`config.mk`:
```
export PLATFORM = sky130hd
export DESIGN_NAME = epm_monitor
export DESIGN_NICKNAME = d
export VERILOG_FILES = /design/src/epm_pkg.sv /design/src/epm_monitor.sv
export SDC_FILE = /design/constraint.sdc
export NUM_CORES = 1
export LEC_CHECK = 0
export BUFFER_PORTS_ARGS = -buffer_cell sky130_fd_sc_hd__buf_2
export CAP_MARGIN = 20
export CORE_MARGIN = 3
export CORE_UTILIZATION = 61
export CTS_CLUSTER_DIAMETER = 60
export DETAILED_ROUTE_END_ITERATION = 7
export GPL_TIMING_DRIVEN = 0
export PLACE_DENSITY_LB_ADDON = 0.1
export SYNTH_ARGS = -nofsm -noshare
export SYNTH_HDL_FRONTEND = slang
export SYNTH_SLANG_ARGS = --single-unit
```
`constraint.sdc`:
```
create_clock -name sys_clk_in -period 13.4 [get_ports sys_clk_in]
set_clock_uncertainty 0.1 [all_clocks]
set_input_delay 2.01 -clock sys_clk_in [delete_from_list [all_inputs] [get_ports sys_clk_in]]
set_output_delay 2.01 -clock sys_clk_in [all_outputs]
set_load 0.005 [all_outputs]
```
`src/epm_pkg.sv`:
```
// Constants and types shared by the engine protection monitor
package epm_pkg;

	// Clock and time base
	localparam int unsigned CLK_HZ       = 250_000_000;
	localparam int unsigned CLK_NS       = 4;
	localparam int unsigned SEC_NS       = 1_000_000_000;
	localparam int unsigned CYC_PER_SEC  = SEC_NS / CLK_NS;
	localparam int unsigned SEC_PER_HOUR = 3600;

	// Data widths
	localparam int unsigned VAL_W = 16;
	localparam int unsigned DLY_W = 16;
	localparam int unsigned PCT_W = 8;
	localparam int unsigned HRS_W = 16;
	localparam int unsigned SEC_W = 12;
	localparam int unsigned ACT_W = 2;
	localparam int unsigned PIN_W = 2;

	// Battery rating selection, millivolts
	localparam logic [VAL_W-1:0] BATT_SPLIT_MV = 16'h4268; // 17000 mV
	localparam logic [31:0]      RATED_12_MV   = 32'h0000_2EE0; // 12000
	localparam logic [31:0]      RATED_24_MV   = 32'h0000_5DC0; // 24000
	localparam logic [31:0]      PCT_SCALE     = 32'h0000_0064; // 100

	// Persistence channel indices
	localparam int unsigned N_PROT = 7;
	localparam int unsigned P_COOL = 0;
	localparam int unsigned P_OILT = 1;
	localparam int unsigned P_BAT2 = 2;
	localparam int unsigned P_BAT1 = 3;
	localparam int unsigned P_BATH = 4;
	localparam int unsigned P_OPC  = 5;
	localparam int unsigned P_OPM  = 6;

	// Synchronised pin indices
	localparam int unsigned PIN_OILP = 0;
	localparam int unsigned PIN_KEY  = 1;

	// Reset values and counter limit
	localparam logic [DLY_W-1:0] DLY_ZERO = 16'h0000;
	localparam logic [HRS_W-1:0] HRS_ZERO = 16'h0000;
	localparam logic [SEC_W-1:0] SEC_ZERO = 12'h000;
	localparam logic [SEC_W-1:0] SEC_LAST = 12'hE0F; // 3599
	localparam logic [ACT_W-1:0] ACT_WARN = 2'h0;

	// Rated battery voltage selection state
	typedef enum logic [0:0] {
		RS_POWERUP,
		RS_READY
	} epm_rsel_t;

endpackage

```
`src/epm_monitor.sv`:
```
// Engine protection monitor: threshold persistence, masking and service
`timescale 1ns/1ns
//
// Operation
// - Coolant above maximum for delay: alarm
// - Engine protections wait masking time after start
// - Engine protections idle during start and stop
// - Coolant protection needs coolant measurement acquired
// - Oil temperature above maximum for delay: alarm
// - Battery below second threshold for delay: warning
// - Starter driven suppresses all battery protections
// - Rated 12 V up to 17 V, else 24 V
// - Rating chosen at power-up and key OFF
// - Battery thresholds are percent of rated voltage
// - Battery below first threshold for delay: warning
// - Battery above high threshold for delay: warning
// - First service anomaly after programmed running hours
// - Running hours count however engine was started
// - Service anomaly and count survive power loss
// - Rewriting hour setting clears anomaly, restarts count
// - Each service counter has own action type
// - Second service counter identical to the first
// - Service settings writable only at installer level
// - Oil pressure contact active for delay: alarm
// - Oil pressure below minimum for delay: alarm
module epm_monitor
	import epm_pkg::*;
#(
	parameter int unsigned TICK_CYC = CYC_PER_SEC
) (
	// Clock and reset
	input  wire logic                          sys_clk_in,
	input  wire logic                          arst_n_in,
	// Engine state
	input  wire logic                          engine_running_in,
	input  wire logic                          start_stop_phase_in,
	input  wire logic                          starter_drive_in,
	input  wire logic [DLY_W-1:0]              mask_time_in,
	// Coolant temperature
	input  wire logic [VAL_W-1:0]              cool_temp_in,
	input  wire logic                          cool_acq_in,
	input  wire logic [VAL_W-1:0]              cool_max_in,
	input  wire logic [DLY_W-1:0]              cool_dly_in,
	// Oil temperature
	input  wire logic [VAL_W-1:0]              oil_temp_in,
	input  wire logic                          oil_temp_acq_in,
	input  wire logic [VAL_W-1:0]              oil_temp_max_in,
	input  wire logic [DLY_W-1:0]              oil_temp_dly_in,
	// Oil pressure measurement and contact
	input  wire logic [VAL_W-1:0]              oil_pres_in,
	input  wire logic                          oil_pres_acq_in,
	input  wire logic [VAL_W-1:0]              oil_pres_min_in,
	input  wire logic [DLY_W-1:0]              oil_pres_dly_in,
	input  wire logic                          oil_contact_pin_in,
	input  wire logic                          oil_pressure_contact_function_in,
	input  wire logic [DLY_W-1:0]              contact_dly_in,
	// Battery
	input  wire logic [VAL_W-1:0]              batt_mv_in,
	input  wire logic [PCT_W-1:0]              bat_low2_pct_in,
	input  wire logic [DLY_W-1:0]              bat_low2_dly_in,
	input  wire logic [PCT_W-1:0]              bat_low1_pct_in,
	input  wire logic [DLY_W-1:0]              bat_low1_dly_in,
	input  wire logic [PCT_W-1:0]              bat_high_pct_in,
	input  wire logic [DLY_W-1:0]              bat_high_dly_in,
	input  wire logic                          key_off_pin_in,
	// Service counter settings write
	input  wire logic                          svc_wr_in,
	input  wire logic                          svc_sel_in,
	input  wire logic                          installer_in,
	input  wire logic [HRS_W-1:0]              svc_hours_in,
	input  wire logic [ACT_W-1:0]              svc_action_in,
	// Non-volatile restore
	input  wire logic                          nv_load_in,
	input  wire logic                          nv_sel_in,
	input  wire logic [HRS_W-1:0]              nv_set_in,
	input  wire logic [HRS_W-1:0]              nv_hrs_in,
	input  wire logic [ACT_W-1:0]              nv_action_in,
	input  wire logic                          nv_anom_in,
	// Protection outputs
	output logic                               cool_max_alarm_out,
	output logic                               oil_temp_alarm_out,
	output logic                               bat_low2_warn_out,
	output logic                               bat_low1_warn_out,
	output logic                               bat_high_warn_out,
	output logic                               oil_pres_contact_alarm_out,
	output logic                               oil_pres_meas_alarm_out,
	output logic                               rated_24v_out,
	// Service counter state, to be saved
	output logic [1:0]                         svc_anom_out,
	output logic [1:0][ACT_W-1:0]              svc_action_out,
	output logic [1:0][HRS_W-1:0]              svc_set_out,
	output logic [1:0][HRS_W-1:0]              svc_hrs_out
);

	////////////////////////////////////////////////////////////////////////
	// Helpers

	// Measured battery voltage scaled by one hundred
	function automatic logic [31:0] batt_scaled(input logic [VAL_W-1:0] mv);
		batt_scaled = 32'(mv) * PCT_SCALE;
	endfunction

	// Percentage threshold of the selected rated voltage
	function automatic logic [31:0] pct_ref(input logic [PCT_W-1:0] pct,
		input logic r24);
		pct_ref = 32'(pct) * (r24 ? RATED_24_MV : RATED_12_MV);
	endfunction

	////////////////////////////////////////////////////////////////////////
	// Pin synchronisers and filters

	logic [PIN_W-1:0] pin_s1;
	logic [PIN_W-1:0] pin_s2;
	logic [PIN_W-1:0] pin_s3;
	logic [PIN_W-1:0] pin_val;
	logic             key_prev;
	logic             key_off_edge;

	// Three stages; a level counts once stages two and three agree
	always_ff @(posedge sys_clk_in or negedge arst_n_in) begin
		if (!arst_n_in) begin
			pin_s1  <= '0;
			pin_s2  <= '0;
			pin_s3  <= '0;
			pin_val <= '0;
		end else begin
			pin_s1  <= {key_off_pin_in, oil_contact_pin_in};
			pin_s2  <= pin_s1;
			pin_s3  <= pin_s2;
			for (int i = 0; i < PIN_W; i++) begin
				if (pin_s2[i] == pin_s3[i]) begin
					pin_val[i] <= pin_s3[i];
				end
			end
		end
	end

	// Key OFF/RESET edge
	always_ff @(posedge sys_clk_in or negedge arst_n_in) begin
		if (!arst_n_in) begin
			key_prev <= 1'b0;
		end else begin
			key_prev <= pin_val[PIN_KEY];
		end
	end

	assign key_off_edge = pin_val[PIN_KEY] && !key_prev;

	////////////////////////////////////////////////////////////////////////
	// One-second tick

	logic [31:0] tick_cnt;
	logic        sec_tick;

	// Divider producing a one-cycle pulse per second
	always_ff @(posedge sys_clk_in or negedge arst_n_in) begin
		if (!arst_n_in) begin
			tick_cnt <= '0;
		end else if (tick_cnt == 32'(TICK_CYC - 1)) begin
			tick_cnt <= '0;
		end else begin
			tick_cnt <= tick_cnt + 32'h0000_0001;
		end
	end

	assign sec_tick = (tick_cnt == 32'(TICK_CYC - 1));

	////////////////////////////////////////////////////////////////////////
	// Engine masking

	logic [DLY_W-1:0] mask_cnt;
	logic             mask_done;
	logic             eng_ok;

	// Seconds since engine start, saturating at the masking time
	always_ff @(posedge sys_clk_in or negedge arst_n_in) begin
		if (!arst_n_in) begin
			mask_cnt <= DLY_ZERO;
		end else if (!engine_running_in) begin
			mask_cnt <= DLY_ZERO;
		end else if (sec_tick && !mask_done) begin
			mask_cnt <= mask_cnt + 16'h0001;
		end
	end

	assign mask_done = (mask_cnt >= mask_time_in);
	// Masked until elapsed, idle in start and stop phases
	assign eng_ok = engine_running_in && mask_done &&
		!start_stop_phase_in;

	////////////////////////////////////////////////////////////////////////
	// Rated battery voltage

	epm_rsel_t rsel;
	logic      rated_24;

	// Selected on the first cycle after reset and at each key OFF
	always_ff @(posedge sys_clk_in or negedge arst_n_in) begin
		if (!arst_n_in) begin
			rsel     <= RS_POWERUP;
			rated_24 <= 1'b0;
		end else begin
			case (rsel)
				RS_POWERUP: begin
					rated_24 <= (batt_mv_in > BATT_SPLIT_MV);
					rsel     <= RS_READY;
				end
				RS_READY: begin
					if (key_off_edge) begin
						rated_24 <= (batt_mv_in > BATT_SPLIT_MV);
					end
				end
				default: begin
					rsel <= RS_POWERUP;
				end
			endcase
		end
	end

	assign rated_24v_out = rated_24;

	////////////////////////////////////////////////////////////////////////
	// Protection conditions

	logic [N_PROT-1:0]            cond;
	logic [N_PROT-1:0][DLY_W-1:0] dly;
	logic [31:0]                  batt_x100;
	logic                         bat_ok;

	assign batt_x100 = batt_scaled(batt_mv_in);
	assign bat_ok    = !starter_drive_in;

	// Condition and delay of each persistence channel
	always_comb begin
		cond[P_COOL] = eng_ok && cool_acq_in &&
			(cool_temp_in > cool_max_in);
		cond[P_OILT] = eng_ok && oil_temp_acq_in &&
			(oil_temp_in > oil_temp_max_in);
		cond[P_BAT2] = bat_ok &&
			(batt_x100 < pct_ref(bat_low2_pct_in, rated_24));
		cond[P_BAT1] = bat_ok &&
			(batt_x100 < pct_ref(bat_low1_pct_in, rated_24));
		cond[P_BATH] = bat_ok &&
			(batt_x100 > pct_ref(bat_high_pct_in, rated_24));
		cond[P_OPC]  = eng_ok && oil_pressure_contact_function_in &&
			pin_val[PIN_OILP];
		cond[P_OPM]  = eng_ok && oil_pres_acq_in &&
			(oil_pres_in < oil_pres_min_in);
		dly[P_COOL]  = cool_dly_in;
		dly[P_OILT]  = oil_temp_dly_in;
		dly[P_BAT2]  = bat_low2_dly_in;
		dly[P_BAT1]  = bat_low1_dly_in;
		dly[P_BATH]  = bat_high_dly_in;
		dly[P_OPC]   = contact_dly_in;
		dly[P_OPM]   = oil_pres_dly_in;
	end

	////////////////////////////////////////////////////////////////////////
	// Persistence timers and latched anomalies

	logic [N_PROT-1:0][DLY_W-1:0] pcnt;
	logic [N_PROT-1:0]            fire;
	logic [N_PROT-1:0]            prot;

	// Any interruption or a zero delay restarts the count
	always_ff @(posedge sys_clk_in or negedge arst_n_in) begin
		if (!arst_n_in) begin
			pcnt <= '0;
		end else begin
			for (int i = 0; i < N_PROT; i++) begin
				if (!cond[i] || dly[i] == DLY_ZERO) begin
					pcnt[i] <= DLY_ZERO;
				end else if (sec_tick && pcnt[i] < dly[i]) begin
					pcnt[i] <= pcnt[i] + 16'h0001;
				end
			end
		end
	end

	always_comb begin
		for (int i = 0; i < N_PROT; i++) begin
			fire[i] = cond[i] && dly[i] != DLY_ZERO && pcnt[i] >= dly[i];
		end
	end

	// Latched until key OFF/RESET; a new firing wins over the clear
	always_ff @(posedge sys_clk_in or negedge arst_n_in) begin
		if (!arst_n_in) begin
			prot <= '0;
		end else begin
			prot <= (prot & {N_PROT{!key_off_edge}}) | fire;
		end
	end

	assign cool_max_alarm_out         = prot[P_COOL];
	assign oil_temp_alarm_out         = prot[P_OILT];
	assign bat_low2_warn_out          = prot[P_BAT2];
	assign bat_low1_warn_out          = prot[P_BAT1];
	assign bat_high_warn_out          = prot[P_BATH];
	assign oil_pres_contact_alarm_out = prot[P_OPC];
	assign oil_pres_meas_alarm_out    = prot[P_OPM];

	////////////////////////////////////////////////////////////////////////
	// Service counters

	logic [1:0][HRS_W-1:0] svc_set;
	logic [1:0][HRS_W-1:0] svc_hrs;
	logic [1:0][SEC_W-1:0] svc_sec;
	logic [1:0][ACT_W-1:0] svc_act;
	logic [1:0]            svc_anom;
	logic [1:0]            svc_wr_ok;
	logic [1:0]            svc_nv;

	// Writes only at installer level; restore loads the saved state
	always_comb begin
		for (int c = 0; c < 2; c++) begin
			svc_wr_ok[c] = svc_wr_in && installer_in &&
				(svc_sel_in == c[0]);
			svc_nv[c]    = nv_load_in && (nv_sel_in == c[0]);
		end
	end

	// Settings and running-hour counts, both counters alike
	always_ff @(posedge sys_clk_in or negedge arst_n_in) begin
		if (!arst_n_in) begin
			svc_set <= '0;
			svc_hrs <= '0;
			svc_sec <= '0;
			svc_act <= '0;
		end else begin
			for (int c = 0; c < 2; c++) begin
				if (svc_wr_ok[c]) begin
					svc_set[c] <= svc_hours_in;
					svc_act[c] <= svc_action_in;
					svc_hrs[c] <= HRS_ZERO;
					svc_sec[c] <= SEC_ZERO;
				end else if (svc_nv[c]) begin
					svc_set[c] <= nv_set_in;
					svc_act[c] <= nv_action_in;
					svc_hrs[c] <= nv_hrs_in;
					svc_sec[c] <= SEC_ZERO;
				end else if (sec_tick && engine_running_in &&
					svc_set[c] != HRS_ZERO && !svc_anom[c]) begin
					if (svc_sec[c] == SEC_LAST) begin
						svc_sec[c] <= SEC_ZERO;
						svc_hrs[c] <= svc_hrs[c] + 16'h0001;
					end else begin
						svc_sec[c] <= svc_sec[c] + 12'h001;
					end
				end
			end
		end
	end

	// Anomaly raised when hours reach the setting; an installer write clears
	always_ff @(posedge sys_clk_in or negedge arst_n_in) begin
		if (!arst_n_in) begin
			svc_anom <= '0;
		end else begin
			for (int c = 0; c < 2; c++) begin
				if (svc_wr_ok[c]) begin
					svc_anom[c] <= 1'b0;
				end else if (svc_nv[c]) begin
					svc_anom[c] <= nv_anom_in;
				end else if (svc_set[c] != HRS_ZERO &&
					svc_hrs[c] >= svc_set[c]) begin
					svc_anom[c] <= 1'b1;
				end
			end
		end
	end

	assign svc_anom_out   = svc_anom;
	assign svc_action_out = svc_act;
	assign svc_set_out    = svc_set;
	assign svc_hrs_out    = svc_hrs;
endmodule

```
[Yosys cells after proc, flatten, opt, wreduce, memory -nomap -nowiden]
Cells that the tools add are included.
Cells by class
  add/subtract/negate cells: 13
  multipliers: 4
  $lt $le $gt $ge: 24
  equal/unequal tests: 7
  multiplexer cells: 50
  bitwise operators: 5
  reductions and logical operators: 102
Operators by type and width (number)
  16-bit 2-to-1 mux: 28
  16-bit by 1-bit adder with 16-bit output (second input constant): 10
  16-bit greater-or-equal comparator: 10
  16-bit nonzero test: 9
  16-bit < comparator: 8
  16-bit zero test: 7
  12-bit 2-to-1 mux: 8
  23-bit by 32-bit < comparator with 1-bit output: 2
  8-bit by 32-bit multiplier with 32-bit output: 2
  1-bit logical AND: 48
  32-bit by 1-bit adder with 32-bit output (second input constant): 1
  32-bit by 28-bit == test with 1-bit output (second input constant): 1
  16-bit greater-than comparator: 2
  32-bit 2-to-1 mux: 1
  12-bit by 1-bit adder with 12-bit output (second input constant): 2
  12-bit == test (second input constant): 2
  23-bit greater-than comparator: 1
  8-bit by 15-bit multiplier with 23-bit output: 1
  16-bit by 5-bit multiplier with 21-bit output (second input constant): 1
  2-bit nonzero test: 9
  3-bit nonzero test: 6
  16-bit by 15-bit greater-than comparator with 1-bit output (second input constant): 1
  15-bit 2-to-1 mux: 1
  1-bit zero test: 14
  11 further kinds: 30
Storage, ports and cells
  register bits after elaboration: 272
  input bits: 333
  output and inout bits: 78
  logic and storage cells: 233

[Logic depth before layout (Yosys ltp)]
Gate-level depths: netlist of run 1.
  word-level depth: 8
  depth in mapped cells: 29
  depth with buffers taken out: 27

[Worst setup path after synthesis of run 1]
OpenSTA, ideal clock, no wires.
  path type: in2reg
  from: input port bat_low2_pct_in[7]
  to: register pcnt[32] (netlist name)
  setup time: 0.142 ns
  data arrival time: 7.659 ns
  data required time: 13.158 ns
  setup slack: 5.498 ns
  stages: 26
  buffers on the path: 1
  path through: inv_1 nor2_1 fa_1 inv_1 fa_1 inv_1 fa_1 inv_1 fa_1 inv_1 ha_1 a21oi_1 o211ai_1 o21bai_1 a21oi_1 a21o_1 o21bai_1 a21oi_1 xor2_1 ha_1 and4_1 nand3_1 o41a_1 a2111oi_4 buf_6 nor3_1
Between the ends
  longest elaborated chain between the ends: 6
  elaborated cells on any way between the ends: 7
  classes of those cells: mul (1); order compare (1); mux (1); reduce/logical (4)
Ends and longest elaborated chain
  from (decl): line epm_monitor.sv:59  | input wire logic [PCT_W-1:0] bat_low2_pct_in,
  8-bit by 32-bit multiplier with 32-bit output (*): line epm_monitor.sv:106  | pct_ref = 32'(pct) * (r24 ? RATED_24_MV : RATED_12_MV);
  23-bit by 32-bit < comparator with 1-bit output (*): line epm_monitor.sv:240  | (batt_x100 < pct_ref(bat_low2_pct_in, rated_24));
  1-bit logical AND (*): line epm_monitor.sv:239  | cond[P_BAT2] = bat_ok &&
  1-bit zero test (*): line epm_monitor.sv:271  | if (!cond[i] || dly[i] == DLY_ZERO) begin
  1-bit logical OR (*): line epm_monitor.sv:271
  16-bit 2-to-1 mux / 2-bit nonzero test (equally long branches)
  to (signal, indexed assignment): line epm_monitor.sv:274  | pcnt[i] <= pcnt[i] + 16'h0001;
  to (decl): line epm_monitor.sv:261  | logic [N_PROT-1:0][DLY_W-1:0] pcnt;
Every way passes the cells marked *; elsewhere a longest branch is shown, timed or not.
A chain may end at the register's enable or synchronous reset.

[Final worst setup path of run 1]
  from: register rated_24 (netlist: rated_24v_out)
  to: register pcnt[32] (netlist name)
Between the ends
  longest elaborated chain between the ends: 7
  elaborated cells on any way between the ends: 8
  classes of those cells: mul (1); order compare (1); mux (2); reduce/logical (4)
Ends and longest elaborated chain
  from (decl): line epm_monitor.sv:195  | logic rated_24;
  from (signal assigned): line epm_monitor.sv:205  | rated_24 <= (batt_mv_in > BATT_SPLIT_MV);
  from (signal assigned): line epm_monitor.sv:210  | rated_24 <= (batt_mv_in > BATT_SPLIT_MV);
  15-bit 2-to-1 mux (*): line epm_monitor.sv:106
  8-bit by 32-bit multiplier with 32-bit output (*): line epm_monitor.sv:106
  23-bit by 32-bit < comparator with 1-bit output (*): line epm_monitor.sv:240
  1-bit logical AND (*): line epm_monitor.sv:239
  1-bit zero test (*): line epm_monitor.sv:271
  1-bit logical OR (*): line epm_monitor.sv:271
  16-bit 2-to-1 mux / 2-bit nonzero test (equally long branches)
Marks and branches as above.

==> metrics.md, run 1 <==
| Metric | Value |
|---|---|
| Initial antenna violation count | 9 |
| Lkg Pwr | between 0.015 and 0.02 µW |
| Period utilization | 0.634 |
| Net Sw Power | between 2000 and 2500 µW |
| Crit-path slowest cell | a2111oi_4 |
| # clock sinks | between 200 and 300 |
| Synthesized cell area | ~0.029 mm² |
| Drt wl/cell | approximately 18 µm |
| Clk Latency, worst-skew pair | 0.55 ns |
| Area contributors post-synth | dfrtp_1 (24%), ha_1 (20%), fa_1 (8.8%) |
| Count leader, synth | inv_1 |
| CP required | 13.69 ns |
| # setup viols final | 0 |
| YS warnings | 0 |
| Vias in the first global route | 26200 |
| Least-Margin Pin Slew | ~1.1 ns |
| Setup TNS | 0 ns |
| Grt ovf | 0 |
| Area of the core | 0.0458 mm² |
| Die ar. | just under 0.05 mm² |
| Synthesized area per cell | around 8.5 µm² |
| Outcome | complete, no violations |
| CTS tree | yes |
| Worst vdd ir | 0.139 mV |
| Clock power frac | 0.187 |
| First drt pass iteration count | 8 |
| Worst rel slew slack | 0.268 |
| CTS root buffer | clkbuf_16 |
| Max-cap violations | 0 |
| Initial DRC Count | about 1900 |
| Clock buffer depth | 3 |
| Worst reg2reg path startpoint | rated_24v_out |
| Vias per cell | 5.81 |
| Compound-Gate Fraction of Synth Area | 0.133 |
| Comb power frac | 0.630 |
| Die Y-Extent | around 220 µm |
| # hold bufs at CTS | 0 |
| CP max FO | 10 |
| GRT Util Overall | 0.320 |
| GPL Wtd Cong | around 0.95 |
| Synth cell types | 86 |
| Global-route wire length before repair | ~130000 µm |
| Adder-Cell Fraction of Synth Area | 0.293 |
| Mapped Cells | 3342 |
| Post_cts resized | 0 |
| Fin. Hold Viols | 0 |
| Final core occ | 0.713 |
| Startpoint types | flip-flop |
| Worst min-delay path class | flip-flop to flip-flop |
| Synth area leader | dfrtp_1 |
| Sw Ratio | 0.448 |
| Design internal power | 2860 µW |
| WL final | 79900 µm |
| Post-synth EDFFs | 0 |
| RSZ-0062 raised after global routing | false |
| Xor/xnor share of the synthesized area | 0.0550 |
| Die X | about 220 µm |
| Pins Over Slew Limit | 0 |
| Async SR Flop Fraction | 1.00 |
| DP Wirelength | around 66000 µm |
| DRC viols | 0 |
| Minimum clock period | about 8.5 ns |
| Fmax | about 120 MHz |
| Number of port buffers | between 400 and 500 |
| CP Class | flip-flop to flip-flop |
| Cell Pwr Density | roughly 160 mW/mm² |
| Worst R2R Setup Slack | about 4.9 ns |
| Io pins | 411 |
| Routed Antenna Nets | 0 |
| Row count | slightly below 80 |
| Seq/Total Area, Yosys | 0.239 |
| Crit. End Element | flip-flop |
| Htree depth | 2 |
| Synth Area in Simple Gates | 0.188 |
| Most used DFF post-synth | dfrtp_1 |
| Largest stage delay, worst path | just under 0.8 ns |
| Final layout net count | ~4700 |
| Commonest cells post-synth | inv_1 (562), ha_1 (467), dfrtp_1 (272) |
| Vias after detailed routing | approximately 26000 |
| Starting density of the core | 0.623 |
| Largest family of logic cells by synthesized area | adder cells |
| Sequential share of power | 0.183 |
| Area share of the largest cell type after synthesis | 0.239 |
| Hold Path Origin | pin_s1[0] |
| CP startpoint | rated_24v_out |
| Share of post-route cells with drive strength above 1 | 0.140 |
| Total CTS buffers | 37 |
| Clk pin slew, worst setup/hold paths | roughly 0.060 ns |
| Postcts setup bufs | 0 |
| Largest net degree at the start of global routing | around 110 |
| Area grow syn2layout | 14.4% |
| Mux contribution to synthesized area | 0.00737 |
| Critical Path AT | approximately 8.8 ns |
| Fin Hold WS | 0.267 ns |
| Yosys reg bits | 272 |
[layer usage]
| layer | up-vias | track usage | wire length [µm] |
|---|---|---|---|
| li1 | 12400 | - | - |
| met1 | 12300 | 0.415 | 33200 |
| met2 | 872 | 0.542 | 38500 |
| met3 | 210 | 0.0503 | 5170 |
| met4 | 6 | 0.118 | 2920 |
| met5 | - | 0 | 45 |
[power by group through the flow]
stage                     registers, µW  logic (µW)  clock network, µW
after floorplan                     934        2410                  0
after global placement              959        3080                  0
after detailed placement            958        3220                  0
after CTS                           945        3250                986
after global routing                952        3720               1020
final                               949        3260                969
[layout make-up]
cell class / instances / area (µm²)
diodes: 8 / 20.0
plain buffers: 67 / 283
clock buffers: 45 / 986
clock inverters: 21 / 201
fillers: 3622 / 13100
inverters: 563 / 2110
multi-input cells: 2447 / 19300
flip-flops and latches: 272 / 6810
well taps: 600 / 751
repair buffers: 412 / 2120
[worst paths after layout]
check / endpoint / cells after the start
worst max-delay path: pcnt[32] / 27
worst min-delay path: pin_s2[0] / 0
worst max register to register: pcnt[32] / 27
worst min register to register: pin_s2[0] / 0
max in group asynchronous: prot[5] / 3
min in group asynchronous: pcnt[54] / 1
[critical path: cells and delay by family (launching register included)]
family / cells / cell delay, ns
buf+inv: 7 / 1.67
compound gates: 9 / 2.49
fa+ha+maj: 6 / 2.81
xor+xnor: 1 / 0.11
flops: 1 / 0.68
simple gates: 4 / 0.49
[sequential cells by signal (all words and copies together), names as in the netlist, 4 cells and up]
register        count
mask_cnt           16
pcnt              112
prot                7
svc_action_out      4
svc_hrs_out        32
svc_sec            24
svc_set_out        32
tick_cnt           32
[cells in the final DEF, fill, tap and decap left out, types with 9 or more instances in the layout]
| cell type | instances |
|---|---|
| a21o_1 | 82 |
| a21oi_1 | 174 |
| a22oi_1 | 15 |
| a31oi_1 | 28 |
| and2_1 | 25 |
| and3_1 | 50 |
| and4_1 | 15 |
| buf_2 | 413 |
| clkbuf_1 | 61 |
| clkbuf_16 | 37 |
| conb_1 | 9 |
| dfrtp_1 | 272 |
| fa_1 | 125 |
| ha_1 | 467 |
| inv_1 | 562 |
| mux2i_1 | 21 |
| nand2_1 | 212 |
| nand2b_1 | 36 |
| nand3_1 | 93 |
| nand4_1 | 88 |
| nor2_1 | 258 |
| nor2b_1 | 32 |
| nor3_1 | 63 |
| nor3_2 | 13 |
| nor4_1 | 53 |
| o211ai_1 | 11 |
| o21a_1 | 27 |
| o21ai_0 | 163 |
| o21bai_1 | 11 |
| o22ai_1 | 9 |
| o31a_1 | 10 |
| o31ai_1 | 12 |
| or2_2 | 17 |
| or3_1 | 33 |
| or4_1 | 13 |
| xnor2_1 | 121 |
| xor2_1 | 58 |
[metrics by stage]
stage                     setup slack (ns)  cells  cell area [µm²]  total power, µW
after floorplan                       5.50   3349            28500             3350
after global placement                4.70   4359            31400             4040
after detailed placement              4.61   4361            31400             4180
after CTS                             4.96   4427            32600             5180
after global routing                  4.57   4432            32600             5700
final                                 4.90   4435            32600             5180
[kinds of logic after synthesis]
| logic type | Yosys count |
|---|---|
| and+or+nand+nor | 1037 |
| AOI/OAI and AO/OA | 607 |
| DFF | 272 |
| adders and majority gates | 594 |
| other | 2 |
| muxes | 21 |
| buffers and inverters | 630 |
| xor gates and xnor gates | 179 |
(Power assumes the default switching activity.)
==> run 2, diff against run 1 <==
--- a/config.mk
+++ b/config.mk
@@ -8,7 +8,7 @@
 export BUFFER_PORTS_ARGS = -buffer_cell sky130_fd_sc_hd__buf_2
 export CAP_MARGIN = 20
 export CORE_MARGIN = 3
-export CORE_UTILIZATION = 61
+export CORE_UTILIZATION = 54
 export CTS_CLUSTER_DIAMETER = 60
 export DETAILED_ROUTE_END_ITERATION = 7
 export GPL_TIMING_DRIVEN = 0
==> constraint.sdc (replaced) <==
create_clock -name sys_clk_in -period 7.7 [get_ports sys_clk_in]
set_clock_uncertainty 0.1 [all_clocks]
set_input_delay 1.155 -clock sys_clk_in [delete_from_list [all_inputs] [get_ports sys_clk_in]]
set_output_delay 1.155 -clock sys_clk_in [all_outputs]
set_load 0.005 [all_outputs]
==> run 2 against run 1 <==
Clock-buffer cell count rose by 5. Highest routed layer is now met4. Largest power group unchanged. Cell area increased by 0.36%. Fmax increased by 18%. First-iteration DRC count decreased by 19%.
==> metrics.md, run 2 (synthesis results as in run 1) <==
| Metric | Value |
|---|---|
| Worst reg2reg path startpoint | rated_24v_out |
| FF-to-FF path depth | 29 |
| Hold Path Origin | pin_s1[1] |
| # hold bufs at CTS | 0 |
| Die Y-Extent | between 200 and 250 µm |
| Register Area | a little under 0.007 mm² |
| Setup TNS | 0 ns |
| DP Wirelength | about 60000 µm |
| Final layout net count | 4726 |
| Initial DRC Count | 1563 |
| Routed Antenna Nets | 0 |
| Lkg Pwr | approximately 0.017 µW |
| GPL Wtd Cong | a little under 1 |
| Max-cap violations | 0 |
| Row count | 83 |
| Vias per cell | about 5.5 |
| CTS tree | yes |
| Number of port buffers | 410 |
| WL final | approximately 75000 µm |
| Worst hold stages | 0 |
| Worst R2R Setup Slack | 0.47 ns |
| Area grow syn2layout | 14.8% |
| Fmax | around 140 MHz |
| Vias after detailed routing | 24700 |
| Most frequent cells in the layout | inv_1 (562), ha_1 (467), buf_2 (413) |
| RSZ-0062 raised after global routing | false |
| Global-route wire length before repair | roughly 120000 µm |
| Worst rel slew slack | 0.305 |
| Clk Latency, worst-skew pair | between 0.5 and 0.6 ns |
| Grt ovf | 0 |
| CP top delay family | adder cells |
| Largest stage delay, worst path | between 0.5 and 0.6 ns |
| CP most frequent cell | fa_1 |
| Startpoint types | flip-flop |
| Initial antenna violation count | 2 |
| CTS root buffer | clkbuf_16 |
| Drt wl/cell | 16.6 µm |
| Period utilization | 0.939 |
| Htree depth | 2 |
| CP max FO | 10 |
| Total CTS buffers | 36 |
| Crit-path slowest cell | fa_1 |
| Cell Pwr Density | 273 mW/mm² |
| Setup slack after layout | 0.470 ns |
| Fin. Hold Viols | 0 |
| Critical Path AT | between 7 and 8 ns |
| Worst vdd ir | about 0.25 mV |
| Area of the core | just over 0.05 mm² |
| Largest net degree at the start of global routing | slightly above 100 |
| Vias in the first global route | 24200 |
| First drt pass iteration count | 8 |
| # clock sinks | approximately 270 |
| Levels on crit path | 29 |
| Layout filler cell count | ~4700 |
| Dpl ws | -0.845 ns |
| Largest Register | pcnt |
| Hold Crit Endpoint | pin_s2[1] |
| Die ar. | approximately 0.056 mm² |
| Outcome | complete, no violations |
| Share of post-route cells with drive strength above 1 | 0.143 |
| Die X | ~240 µm |
| Worst r2r dst | pcnt[42] |
| Worst Path Buf+Inv | 7 |
| Io pins | around 410 |
| Clk pin slew, worst setup/hold paths | about 0.060 ns |
| Minimum clock period | approximately 7.2 ns |
| Most common cell after layout, fill and taps aside | inv_1 |
| Least-Margin Pin Slew | between 1 and 1.5 ns |
| CP required | between 8 and 9 ns |
| Pins Over Slew Limit | 0 |
| # setup viols final | 0 |
| GRT Util Overall | 0.266 |
| Max reg flops | around 110 |
| DRC viols | 0 |
| Worst min-delay path class | flip-flop to flip-flop |
| Crit. End Element | flip-flop |
| Starting density of the core | 0.550 |
| Clock buffer depth | 3 |
| Multi-input combinational cell area | 0.0194 mm² |
| CP Class | flip-flop to flip-flop |
## run 2: changes by cell type in the layout (fill, tap and decap cells not counted), sizes merged
cell and change:
buf +3, diode -6, bufinv -1, inv -3
clkbuf +4, clkinvlp -3
## run 2: routing by layer
metal | GRT usage | share of wire | up-vias
li1 | - | - | 12400
met2 | 0.450 | 0.47 | 553
met5 | 0 | 0 | -
met1 | 0.366 | 0.46 | 11700
met3 | 0.0332 | 0.050 | 104
met4 | 0.0616 | 0.022 | 0
## run 2: worst max-delay path by stage
stage	to	startpoint
after floorplan	pcnt[32]	bat_low2_pct_in[7]
after global placement	pcnt[32]	rated_24v_out
after detailed placement	pcnt[35]	rated_24v_out
after CTS	pcnt[42]	rated_24v_out
after global routing	pcnt[53]	rated_24v_out
final	pcnt[42]	rated_24v_out
## run 2: where the power goes
group          internal [µW]  total [µW]  switching [µW]
Sequential              1510        1640             129
Combinational           2500        5630            3130
Clock                   1000        1670             669
Total                   5010        8940            3930
## run 2: metrics by stage
step	power, µW	util	instances	cell area (µm²)	hold slack, ns
detailed placement	7190	0.608	4441	31500	0.240
finish	8940	0.632	4509	32700	0.254
global route	9870	0.632	4509	32700	0.263
global placement	7120	0.607	4439	31500	0.234
floorplan	5820	-	3349	28500	0.231
CTS	8960	0.632	4508	32700	0.254
## run 2: layout make-up
cell class | count | share of cell area
Timing Repair Buffer | 415 | 0.0653
Clock buffer | 50 | 0.0325
Tap cell | 680 | 0.0260
Inverter | 563 | 0.0645
Antenna cell | 2 | 0.000153
Buffer | 66 | 0.00894
Multi-Input combinational cell | 2447 | 0.591
Sequential cell | 272 | 0.208
Clock inverter | 14 | 0.00355
## run 2: what timing repair did
action                                  in CTS  in global routing
gates resized for setup                      6                 10
pin swaps                                    1                  0
endpoints found under the setup margin      51                 38
buffers inserted                             3                  0
==> run 3, diff against run 2 <==
--- a/config.mk
+++ b/config.mk
@@ -7,8 +7,11 @@
 export LEC_CHECK = 0
 export BUFFER_PORTS_ARGS = -buffer_cell sky130_fd_sc_hd__buf_2
 export CAP_MARGIN = 20
+export CELL_PAD_IN_SITES_DETAIL_PLACEMENT = 1
+export CELL_PAD_IN_SITES_GLOBAL_PLACEMENT = 2
 export CORE_MARGIN = 3
-export CORE_UTILIZATION = 54
+export CORE_UTILIZATION = 32
+export CTS_BUF_LIST = sky130_fd_sc_hd__clkbuf_16
 export CTS_CLUSTER_DIAMETER = 60
 export DETAILED_ROUTE_END_ITERATION = 7
 export GPL_TIMING_DRIVEN = 0
==> run 3 against run 2 <==
Cell area increased by 2.6%. Critical path depth unchanged. Register-to-register slack improved by 0.10 ns. Routed wire length grew 25%. Worst hold slack worse by 0.0034 ns. Utilization fell by 25 points. Power increased by 7.1%. Fmax increased by 1.4%. Sequential power is essentially flat. Critical path type unchanged. Largest power group unchanged.
==> metrics.md, run 3 (synthesis results as in run 1) <==
| Metric | Value |
|---|---|
| Area of the core | between 0.08 and 0.09 mm² |
| Worst rel slew slack | 0.347 |
| Lkg Pwr | between 0.015 and 0.02 µW |
| Startpoint types | flip-flop |
| Most frequent cells in the layout | inv_1 (564), ha_1 (467), buf_2 (413) |
| Share of post-route cells with drive strength above 1 | 0.144 |
| Fin Hold WS | ~0.25 ns |
| CP max FO | 10 |
| Clock buffer depth | 3 |
| Row count | 108 |
| Htree depth | 2 |
| CTS root buffer | clkbuf_16 |
| Grt ovf | 0 |
| Die ar. | 0.0928 mm² |
| Starting density of the core | 0.326 |
| Placement Cell Area | ~0.032 mm² |
| GRT Util Overall | 0.202 |
| Non-Filler Cell Area, Final | between 0.03 and 0.04 mm² |
| Initial antenna violation count | 3 |
| Cell Pwr Density | approximately 280 mW/mm² |
| Area grow syn2layout | 17.8% |
| Critical Path AT | between 7 and 8 ns |
| # setup viols final | 0 |
| Global-route wire length before repair | 151000 µm |
| # clock sinks | ~270 |
| WL final | between 90000 and 100000 µm |
| Fmax | 140 MHz |
| Worst min-delay path class | flip-flop to flip-flop |
| CTS tree | yes |
| RSZ-0062 raised after global routing | false |
| Outcome | complete, no violations |
| GPL Wtd Cong | between 0.8 and 0.9 |
| Vias per cell | ~5.0 |
| Die X | between 300 and 400 µm |
| CP most frequent cell | fa_1 |
| Drt wl/cell | around 19 µm |
| Number of port buffers | 410 |
| Die Y-Extent | a little over 300 µm |
| Crit-path slowest cell | fa_1 |
| Pins Over Slew Limit | 0 |
| Clk pin slew, worst setup/hold paths | about 0.06 ns |
| Routed Antenna Nets | 0 |
| Worst vdd ir | about 0.2 mV |
| Worst R2R Setup Slack | approximately 0.57 ns |
| Setup TNS | 0 ns |
| Inst Count DP | approximately 4900 |
| Least-Margin Pin Slew | just under 1 ns |
| Minimum clock period | about 7.1 ns |
| Vias in the first global route | between 20000 and 30000 |
| Io pins | 411 |
| Final Non-Filler Cells | between 4000 and 5000 |
| Clk Latency, worst-skew pair | 0.55 ns |
| Period utilization | 0.926 |
| Final Total Pwr | about 9600 µW |
| DRC viols | 0 |
| Initial DRC Count | around 1000 |
| Max-cap violations | 0 |
| Largest Register | pcnt |
| Fin. Hold Viols | 0 |
| Total CTS buffers | 40 |
| CP required | roughly 8 ns |
| Final layout net count | 4732 |
| First drt pass iteration count | 4 |
| Max reg flops | roughly 110 |
| Most common cell after layout, fill and taps aside | inv_1 |
| CP Class | flip-flop to flip-flop |
| DP Wirelength | 77900 µm |
| Vias after detailed routing | between 20000 and 25000 |
| Largest net degree at the start of global routing | approximately 110 |
| Largest stage delay, worst path | ~0.56 ns |
| Crit. End Element | flip-flop |
[run 3: repair_timing]
item | CTS | global route
hold buffers | 0 | 0
pin swaps | 1 | 0
resized for setup | 10 | 7
endpoints found under the setup margin | 51 | 41
cloned | 0 | 0
buffers inserted | 2 | 2
[run 3: worst max-delay path: cells and delay by family, from the launching register on]
family | cells | cell delay (ns)
AO/OA/AOI/OAI | 10 | 1.67
buffers and inverters | 7 | 1.00
flip-flops | 1 | 0.42
XOR/XNOR | 1 | 0.26
AND/OR/NAND/NOR | 5 | 0.75
adder cells (fa/ha/maj) | 6 | 2.80
[run 3: power breakdown]
group | leakage (µW) | switching (µW) | internal [µW] | total, µW
sequential | 0.00365 | 152 | 1510 | 1660
clock | 0.000677 | 752 | 1240 | 1990
combinational | 0.0130 | 3340 | 2580 | 5920
[run 3: worst paths after layout]
kind	start	to	depth (start not counted)
min in group asynchronous	arst_n_in	svc_hrs_out[24]	1
hold / removal	pin_s1[0]	pin_s2[0]	0
setup / recovery	rated_24v_out	pcnt[42]	29
max in group asynchronous	arst_n_in	rated_24v_out	3
setup reg to reg	rated_24v_out	pcnt[42]	29
hold reg to reg	pin_s1[0]	pin_s2[0]	0
[run 3: area by class of cell]
type,instances,area (µm²)
repair buffers,417,2190
inverters,563,2110
clock buffers,41,1030
multi-input cells,2447,19400
fillers,10600,54000
flip-flops and latches,272,6810
diodes,1,2.50
well taps,1155,1450
plain buffers,66,293
clock inverters,29,364
[run 3: layer usage]
layer / global-route usage / wire length (µm) / vias to the layer above
li1: - / - / 12400
met1: 0.269 / 43200 / 11900
met2: 0.351 / 45500 / 336
met3: 0.0235 / 2740 / 97
met4: 0.0412 / 1870 / 0
met5: 0 / 0 / -
[run 3: per-stage QoR]
| stage | setup WS (ns) | utilization |
|---|---|---|
| floorplan | 0.653 | - |
| global placement | -1.32 | 0.366 |
| detailed placement | -1.30 | 0.367 |
| CTS | 0.0146 | 0.383 |
| global route | 0.00221 | 0.384 |
| finish | 0.572 | 0.384 |
